[src/hdl/clkdiv_pkg.sv]
// Purpose: shared constants and carriers for the input clock divider block
// Assumes: clk is the double-rate sample clock, 100 MHz in this model
// Notes: figures below are shared; therm31, therm15 and the checker repeat widths as literals
// Notes on behaviour
// - Divide double-rate clock by two internally
// - Drive delayed half-rate clock on output pin
// - Output latch updates on coinciding rising edge
// - Reset held high forces half-rate output high
// - After reset: first edge low, next high+load
// - Reset release enables output, low next edge
// - Late release adds one double-rate cycle delay
// - Toggle half-rate output every double-rate edge
// - Capture data on edge before output rise
// - Unsigned 14-bit codes, all ones near full-scale
// - Five top, four middle, five binary low bits
package clkdiv_pkg;
    // ==========================================================
    // Widths and segmentation
    localparam int CODE_W = 14;
    localparam int TOP_W = 5;
    localparam int MID_W = 4;
    localparam int LOW_W = CODE_W - TOP_W - MID_W;
    localparam int TOP_UNITS = 31;
    localparam int MID_UNITS = 15;
    // ==========================================================
    // Timing
    localparam int CLK_PERIOD_PS = 10000;
    localparam int LATE_RELEASE_PS = 600;
    localparam int FIFO_DEPTH = 16;
    // ==========================================================
    // Reset values
    localparam logic HALF_RST = 1'b1;
    localparam logic [13:0] CODE_RST = 14'h0000;

    typedef struct packed {
        logic [TOP_UNITS-1:0] top_on;
        logic [MID_UNITS-1:0] mid_on;
        logic [LOW_W-1:0] low_on;
    } segments_s;
endpackage

[src/hdl/sample_fifo.sv]
// Purpose: flip-flop FIFO for input samples
// Assumes: single clock, synchronous active-high reset
// Notes: full and empty are exact; no overwrite when full
`timescale 1ns/100ps
`default_nettype none
module sample_fifo #(
    parameter int WIDTH = 14,
    parameter int DEPTH = 16
)
(
    // Clock and reset
    input wire logic clk,
    input wire logic srst,
    // Fill side
    input wire logic in_valid,
    output logic in_ready,
    input wire logic [WIDTH-1:0] in_data,
    // Drain side
    output logic out_valid,
    input wire logic out_ready,
    output logic [WIDTH-1:0] out_data
);
    localparam int AW = $clog2(DEPTH);
    logic [WIDTH-1:0] mem [DEPTH];
    logic [AW-1:0] wr_ptr;
    logic [AW-1:0] rd_ptr;
    logic [AW:0] count;
    wire push = in_valid && in_ready;
    wire pop = out_valid && out_ready;

    // ==========================================================
    // Status
    assign in_ready = (count != DEPTH[AW:0]);
    assign out_valid = (count != '0);
    assign out_data = mem[rd_ptr];

    // Storage is written only, never reset, to save reset fanout
    always_ff @(posedge clk)
    begin
        if (push)
        begin
            mem[wr_ptr] <= in_data;
        end
    end

    // Pointers wrap naturally because depth is a power of two
    always_ff @(posedge clk)
    begin
        if (srst)
        begin
            wr_ptr <= '0;
            rd_ptr <= '0;
            count <= '0;
        end
        else
        begin
            wr_ptr <= push ? wr_ptr + 1'b1 : wr_ptr;
            rd_ptr <= pop ? rd_ptr + 1'b1 : rd_ptr;
            count <= count + {{AW{1'b0}}, push} - {{AW{1'b0}}, pop};
        end
    end
endmodule
`default_nettype wire

[src/hdl/dac_input_clock_divider_sync.sv]
// Purpose: divide-by-two input clocking, reset alignment and segment decode
// Assumes: clk is the double-rate clock; reset_pin and late flag are external
// Notes: analog switching is modelled as per-unit enable bits for the top and middle groups, binary-weighted bits for the low group
`timescale 1ns/100ps
`default_nettype none
module dac_input_clock_divider_sync #(
    parameter int CODE_W = clkdiv_pkg::CODE_W,
    parameter int DEPTH = clkdiv_pkg::FIFO_DEPTH
)
(
    // Clock and reset
    input wire logic clk,
    input wire logic srst,
    // Alignment pins
    input wire logic reset_pin,
    input wire logic release_late,
    // Sample source
    input wire logic sample_valid,
    output logic sample_ready,
    input wire logic [CODE_W-1:0] sample_code,
    // Clock status pin
    output logic lock_or_half_rate_clock_out,
    // Converter core
    output logic [CODE_W-1:0] latched_code,
    output clkdiv_pkg::segments_s current_out_true,
    output clkdiv_pkg::segments_s current_out_complement
);
    typedef enum logic [1:0] {HELD, HOLDOFF, RUN} div_state_e;

    // Thermometer decode: value k turns on k low-order units
    function automatic logic [30:0] therm31(input logic [4:0] k);
        logic [30:0] t;
        t = '0;
        for (int i = 0; i < 31; i++)
        begin
            t[i] = (i < int'(k));
        end
        return t;
    endfunction

    function automatic logic [14:0] therm15(input logic [3:0] k);
        logic [14:0] t;
        t = '0;
        for (int i = 0; i < 15; i++)
        begin
            t[i] = (i < int'(k));
        end
        return t;
    endfunction

    // ==========================================================
    // Pin synchronisers
    logic rst_meta;
    logic rst_sync;
    logic late_meta;
    logic late_sync;

    // Two stages before anything reads the asynchronous pins
    always_ff @(posedge clk)
    begin
        if (srst)
        begin
            rst_meta <= 1'b1;
            rst_sync <= 1'b1;
            late_meta <= 1'b0;
            late_sync <= 1'b0;
        end
        else
        begin
            rst_meta <= reset_pin;
            rst_sync <= rst_meta;
            late_meta <= release_late;
            late_sync <= late_meta;
        end
    end

    // ==========================================================
    // Divider
    div_state_e state;
    div_state_e next_state;
    logic half;
    logic next_half;
    logic half_dly;

    // Release sampled late costs one extra cycle before the first high
    always_comb
    begin
        next_state = state;
        next_half = half;
        case (state)
            HELD:
            begin
                next_half = clkdiv_pkg::HALF_RST;
                if (!rst_sync)
                begin
                    next_state = late_sync ? HOLDOFF : RUN;
                    next_half = 1'b0;
                end
            end
            HOLDOFF:
            begin
                next_half = 1'b0;
                next_state = RUN;
            end
            RUN:
            begin
                next_half = ~half;
            end
            default:
            begin
                next_state = HELD;
            end
        endcase
        if (rst_sync)
        begin
            next_state = HELD;
            next_half = clkdiv_pkg::HALF_RST;
        end
    end

    always_ff @(posedge clk)
    begin
        if (srst)
        begin
            state <= HELD;
            half <= clkdiv_pkg::HALF_RST;
            half_dly <= clkdiv_pkg::HALF_RST;
        end
        else
        begin
            state <= next_state;
            half <= next_half;
            half_dly <= half;
        end
    end

    assign lock_or_half_rate_clock_out = half_dly;

    // ==========================================================
    // Input path and latch
    // Load happens on the edge where the half clock rises
    wire load_edge = (state == RUN) && !half && next_half;
    wire fifo_valid;
    wire [CODE_W-1:0] fifo_data;
    logic [CODE_W-1:0] code;

    sample_fifo #(
        .WIDTH(CODE_W),
        .DEPTH(DEPTH)
    ) u_fifo (
        .clk(clk),
        .srst(srst),
        .in_valid(sample_valid),
        .in_ready(sample_ready),
        .in_data(sample_code),
        .out_valid(fifo_valid),
        .out_ready(load_edge),
        .out_data(fifo_data)
    );

    // An empty FIFO holds the last code rather than glitching to zero
    always_ff @(posedge clk)
    begin
        if (srst)
        begin
            code <= clkdiv_pkg::CODE_RST;
        end
        else if (load_edge && fifo_valid)
        begin
            code <= fifo_data;
        end
    end

    assign latched_code = code;

    // ==========================================================
    // Segment decode
    wire [clkdiv_pkg::TOP_W-1:0] top_k = code[CODE_W-1 -: clkdiv_pkg::TOP_W];
    wire [clkdiv_pkg::MID_W-1:0] mid_k = code[clkdiv_pkg::LOW_W +: clkdiv_pkg::MID_W];
    wire [clkdiv_pkg::LOW_W-1:0] low_k = code[clkdiv_pkg::LOW_W-1:0];
    clkdiv_pkg::segments_s seg;

    always_ff @(posedge clk)
    begin
        if (srst)
        begin
            seg <= '0;
        end
        else
        begin
            seg.top_on <= therm31(top_k);
            seg.mid_on <= therm15(mid_k);
            seg.low_on <= low_k;
        end
    end

    // Complement gets every unit the true side does not
    assign current_out_true = seg;
    assign current_out_complement = ~seg;
endmodule
`default_nettype wire

[config.mk]
export PLATFORM = sky130hd
export DESIGN_NAME = dac_input_clock_divider_sync
export DESIGN_NICKNAME = d
export VERILOG_FILES = /design/src/hdl/clkdiv_pkg.sv /design/src/hdl/sample_fifo.sv /design/src/hdl/dac_input_clock_divider_sync.sv
export SDC_FILE = /design/constraint.sdc
export NUM_CORES = 1
export LEC_CHECK = 0
export CAP_MARGIN = 20
export CORE_MARGIN = 1.5
export CORE_UTILIZATION = 55
export DETAILED_ROUTE_END_ITERATION = 10
export DONT_BUFFER_PORTS = 1
export PLACE_DENSITY = 0.77
export SYNTH_ARGS = -nofsm -noshare
export SYNTH_HDL_FRONTEND = slang
export SYNTH_SLANG_ARGS = --single-unit
[constraint.sdc]
create_clock -name clk -period 3.9 [get_ports clk]
set_clock_uncertainty 0.2 [all_clocks]
set_input_delay 0.195 -clock clk [delete_from_list [all_inputs] [get_ports clk]]
set_output_delay 0.195 -clock clk [all_outputs]
set_load 0.02 [all_outputs]
* Word level (Yosys, flattened, before mapping)
Memory sizes are Yosys's and may differ from the RTL's. A register that Yosys moved wholly into a read port is not among the register bits.
Cells that the tools add are included.
** Operators by class
- Bitwise gates (word level) :: 2
- Order comparisons :: 46
- Reductions and logical operators :: 9
- Equal/unequal tests :: 3
- $add $sub $neg :: 4
- Muxes and demuxes :: 6
** Operator list (number)
- 5-bit less-than comparator, first input constant :: 15
- 51-bit inverter :: 1
- 4-bit by 5-bit less-than comparator with 1-bit output, first input constant :: 8
- 4-bit less-than comparator, first input constant :: 7
- 3-bit by 5-bit less-than comparator with 1-bit output, first input constant :: 4
- 3-bit by 4-bit less-than comparator with 1-bit output, first input constant :: 4
- 1-bit by 5-bit less-than comparator with 1-bit output, first input constant :: 2
- 2-bit by 5-bit less-than comparator with 1-bit output, first input constant :: 2
- 4-bit by 1-bit adder with 4-bit output, second input constant :: 2
- 1-bit by 4-bit less-than comparator with 1-bit output, first input constant :: 2
- 2-bit by 4-bit less-than comparator with 1-bit output, first input constant :: 2
- 2-bit case mux with 3 select lines :: 1
- 5-bit by 1-bit adder with 5-bit output :: 1
- 5-bit != test, second input constant :: 1
- 5-bit nonzero test :: 1
- 5-bit by 1-bit subtractor with 5-bit output :: 1
- 1-bit logical AND :: 4
- 2-bit OR reduction :: 2
- 1-bit two-way mux :: 3
- 2-bit by 1-bit == test with 1-bit output, second input constant :: 1
- 2-bit == test, second input constant :: 1
- 2-bit zero test :: 1
- 2-bit two-way mux :: 1
- 1-bit case mux with 2 select lines :: 1
- other kinds (2) :: 2
** Word-level totals
- Bits in registers :: 72
- Memory bits (writable) :: 224
- Memories :: 1
- Input bits :: 19
** Memory list
- u_fifo.mem :: depth 16, bits a word 14, read ports 1, clocked after Yosys merged registers in 1, wr ports 1, line sample_fifo.sv:24 : logic [WIDTH-1:0] mem [DEPTH];

* Longest topological paths before layout
- Word-level depth :: 7
- Depth in mapped cells :: 13
- Depth with buffers taken out :: 13

* By module
Synthesis repeated with hierarchy kept, for this count alone.
** Unflattened totals
- Cells, all modules :: 720
- Area total of the unflattened synthesis :: 11801.3 sq um
** By module, submodules not included
- sample_fifo :: times used 1, sequential area each 7066.8 sq um, cells each 452, area an instance 9308.9 sq um
- dac_input_clock_divider_sync :: times used 1, sequential area each 1461.4 sq um, cells each 268, area an instance 2492.4 sq um

* Worst setup path before layout
No wires, ideal clock.
- Path kind :: register to register
- From :: register u_fifo.count[2]
- To :: memory u_fifo.mem[0][0] (enable)
- Setup slack :: 0.945 ns
- Stages on the path, launching flop included :: 8
- Data arrival time :: 2.353 ns
- Setup time :: 0.403 ns
- Buffers on the path :: 1
- Cell sequence :: dfxtp_1 > inv_1 > ha_1 > nand4bb_1 > and2_1 > clkbuf_1 > nand2_1 > nor3_1
** On the way
- Cells in the longest elaborated chain, start to end :: 4
** Ends and longest elaborated chain
- start: declaration :: line sample_fifo.sv:27 : logic [AW:0] count;
- start signal: assignment :: line sample_fifo.sv:59 : count <= count + {{AW{1'b0}}, push} - {{AW{1'b0}}, pop};
- 5-bit != test :: line sample_fifo.sv:33 : assign in_ready = (count != DEPTH[AW:0]);
- via sample_ready :: line dac_input_clock_divider_sync.sv:19 : output logic sample_ready,
- 1-bit logical AND :: line sample_fifo.sv:28 : wire push = in_valid && in_ready;
- via u_fifo.push :: line sample_fifo.sv:28
- 1-bit two-way mux :: line sample_fifo.sv:40 : if (push)
- 1-bit two-way mux (implied by the code) :: line sample_fifo.sv:42 : mem[wr_ptr] <= in_data;
- end: declaration :: line sample_fifo.sv:24
The timed path passes the listed nets, and every way through them passes these cells.

* Worst setup path after layout
- From :: register u_fifo.count[2]
- To :: register u_fifo.count[4]
** On the way
- Elaborated cells between the ends (all ways) :: 6
- Classes of those cells :: add/sub: 2; eq/ne: 1; reduce/logical: 3
** RTL lines
- 5-bit nonzero test :: line sample_fifo.sv:34 : assign out_valid = (count != '0);
- 1-bit logical AND :: line sample_fifo.sv:29 : wire pop = out_valid && out_ready;
- via u_fifo.pop :: line sample_fifo.sv:29
- 5-bit by 1-bit subtractor with 5-bit output :: line sample_fifo.sv:59
The timed path passes the listed nets, and every way through them passes these cells.
A chain may end at the register's enable or synchronous reset.

==> results list <==
- Net total in the final layout: 757
- Across the VDD grid, the largest voltage drop is 0.462 mV.
* Required time reported for the critical path endpoint: 4.16 ns
- Clock tree synthesis found a total of 310 sinks.
- Leaving out fill and tap cells, the most frequent cell in the layout is edfxtp_1.
- STA classifies the critical path endpoint as a flop.
- No sink is reached through more buffers than the 3 on the longest clock path.
* Data arrival, critical path: 3.61 ns
* Top-level I/O count: 137
* First DRT Iteration DRCs: 467
- The count of nets left with antenna violations once routing finished came out at 0.
* Flop and latch count out of synthesis: 310
- Number of buffers added on ports: 0
* Max cap viols: 0
- Proportion of synthesized flip-flops having asynchronous set or reset: 0%
* Register area share after synthesis: just over 70%
- In this run the tightest slew margin relative to its limit is 37.8%.
* Synthesis-to-layout area growth: 12.8%
- Across the whole layout, storage elements account for between 0.008 and 0.009 mm^2.
- Top cell type's share of synthesized area: 57.3%
- The top cell types in the final layout, fill and taps aside, are edfxtp_1 (224), dfxtp_1 (83), inv_1 (64).
- After layout, the worst setup slack is 0.557 ns.
- Via total after detailed routing: 6037
* Count of standard-cell rows: 53
- Dominant cells by area after synthesis: edfxtp_1 (57%), dfxtp_1 (15%), mux4_2 (11%)
- Chip Width: 149 um
- Worst hold path class: input pin to flop
* Overall Global Routing Usage: 22.7%
* DP Worst Slack: between 0.5 and 0.6 ns
* CTS Root Buffer Type: clkbuf_16
* Antenna diode instance count: 0
- Antenna violations before repair: 1
- After detailed routing, the average wire length per cell comes to 24.2 um.
- Clock slew at the register clock pins of the worst setup and hold paths: about 0.070 ns
- Placeable core region: 0.0210 mm^2
- The critical path in this run is classified as flop to flop.
* Cells after synthesis: 691
- The filler cells instantiated in the layout total roughly 1400.
* Die footprint: 0.0222 mm^2
* Layout cells sized above 1: 19.5%
- Based on the critical path, the design can be clocked at up to 0.299 GHz.
* Via count of the first global-routing pass: 6142
* Setup repair after global routing missed its margin: no
- Net count of the mapped netlist: approximately 720
* Via density per instance: 5.90
- After clock tree synthesis, the repair step resized 0 gates.
- Power comes to around 7 mW.
* Area of the mapped netlist: 0.0117 mm^2
- LEAKAGE: 4.21 nW
- CTS tree: built
- Period utilization: a little under nine tenths
* Post-detailed-routing wire length: ~25000 um
- Crit start category: flop
* Number of buffers inserted to repair setup after CTS: 0
- Result of the run: finished, final reports clean
* Area of the multi-input gates: 0.00282 mm^2
- For this run, the detailed router's first-pass iteration total came to 5.
- Final-report max-slew violation count: 0
* Min Tclk post-route: approximately 3.3 ns
* Number of distinct library cells after synthesis: 45
* TritonCTS Buffers: 29
- The number of hold violations in the final report was 0.
* DRC viols: 0
* Biggest fanout along the worst timing path: 15
- Maximum number of pins on one net before global-route repair: 57
- H-tree level count: 1
- Global placer's final weighted congestion: 0.802
- Per-instance average area after synthesis: between 15 and 20 um^2
* Die height: 149 um
- Summed over all instances, the cell type with the most area after synthesis is edfxtp_1.
* Later-pin clock latency in the skew report: approximately 0.53 ns
- Leftover overflow at the end of global routing: 0
* Number of enable-type register cells in the synthesized netlist: 224
- For this run, the leading register cell type out of synthesis is edfxtp_1.
* Sum of negative setup slack: 0 ns
* Total of endpoints with negative setup slack in the final report: 0
- The first global-routing pass estimated 36700 um of wire.
- After legalization and detailed placement, the total HPWL measured 14300 um.
* Hold_buf cts: 21
- PD cells: 516 mW/mm^2
- Synthesis Warnings: 0
- Worst Tran Pin Value: 0.933 ns
- Starting density of the core: 56.0%
==> per-layer routing <==
layer	global-route usage [%]	up-vias	wire length [um]	part of all wire [%]
li1	-	2640	-	-
met1	29.0	3043	9570	39
met2	39.6	295	12700	51
met4	7.28	2	735	3.0
met5	0	-	7	0.028
met3	3.85	57	1800	7.2
==> worst max-delay path, stage by stage (launching register included) <==
cell and delay, ns:
dfxtp_1 0.31, inv_1 0.08, ha_1 0.16, or4b_4 0.49, nand3_4 0.27, inv_4 0.08
ha_1 0.28, inv_1 0.04, ha_1 0.20, fa_1 0.42, a21oi_1 0.17, nor2_1 0.06
or3_1 0.34, a21oi_1 0.15
==> power by group <==
group          switching, mW  internal (mW)
Sequential            0.0367           3.62
Clock                   1.14           1.66
Combinational          0.218          0.154
Total                   1.39           5.43
==> final cells by class <==
cell class,count,share of cell area [%]
clock buffers,41,6.21
clock inverters,13,1.08
inverters,67,1.92
multi-input cells,278,21.3
flip-flops and latches,310,63.9
well taps,275,2.60
repair buffers,40,2.99
==> flip-flops by register name, summed over array words and instances (netlist names) <==
signal                       count
u_fifo.count                     5
u_fifo.mem                     224
latched_code                    14
u_fifo.wr_ptr                    4
u_fifo.rd_ptr                    4
late_meta                        1
late_sync                        1
rst_sync                         1
rst_meta                         1
current_out_true                51
lock_or_half_rate_clock_out      1
state                            2
half                             1
==> stage by stage <==
stage          hold slack [ns]  utilization, %  cell area [um^2]  cells
2_1_floorplan           0.0939               -             11700    691
3_3_place_gp            0.0714            57.4             12000    949
3_5_place_dp            0.0700            57.4             12000    949
4_1_cts                 0.0818            63.1             13200   1024
5_1_grt                 0.0910            63.1             13200   1024
6_report                 0.106            63.1             13200   1024
==> cell families after synthesis <==
kind of cell,share of synthesized area [%]
compound gates,3.41
xor+xnor,0.747
fa+ha+maj,1.34
buf+inv,4.15
flops,72.0
mux,13.2
simple gates,5.11
==> synthesized netlist by cell type, types with 2 or more instances <==
library cell  instances
dfxtp_1              86
clkbuf_1             16
inv_2                 2
o21a_1                3
nand4_1               3
buf_6                 4
or3_1                 4
o221ai_1              4
mux2i_1              29
nand2b_1              3
nand2_1              21
nand3b_1              5
a31oi_1               2
nor3_1               11
nor2b_1               9
mux4_2               56
buf_4                 2
or2_2                 3
o21ai_0               4
a21o_1                2
buf_2                 6
buf_1                 4
nand3_1               5
nor2_1               45
inv_1                64
xor2_1                5
and3_1                4
ha_1                 11
edfxtp_1            224
xnor2_1               5
o221ai_2             10
a21oi_1              24
buf_12                3
==> final timing paths <==
path | from | to | slack, ns | depth (start not counted)
min | srst | latched_code[2]$_SDFFE_PP0P_ | 0.11 | 2
max reg2reg | u_fifo.count[2]$_SDFF_PP0_ | u_fifo.count[4]$_SDFF_PP0_ | 0.56 | 13
max | u_fifo.count[2]$_SDFF_PP0_ | u_fifo.count[4]$_SDFF_PP0_ | 0.56 | 13
min reg2reg | rst_meta$_SDFF_PP1_ | rst_sync$_SDFF_PP1_ | 0.22 | 1
(Power assumes the default switching activity.)
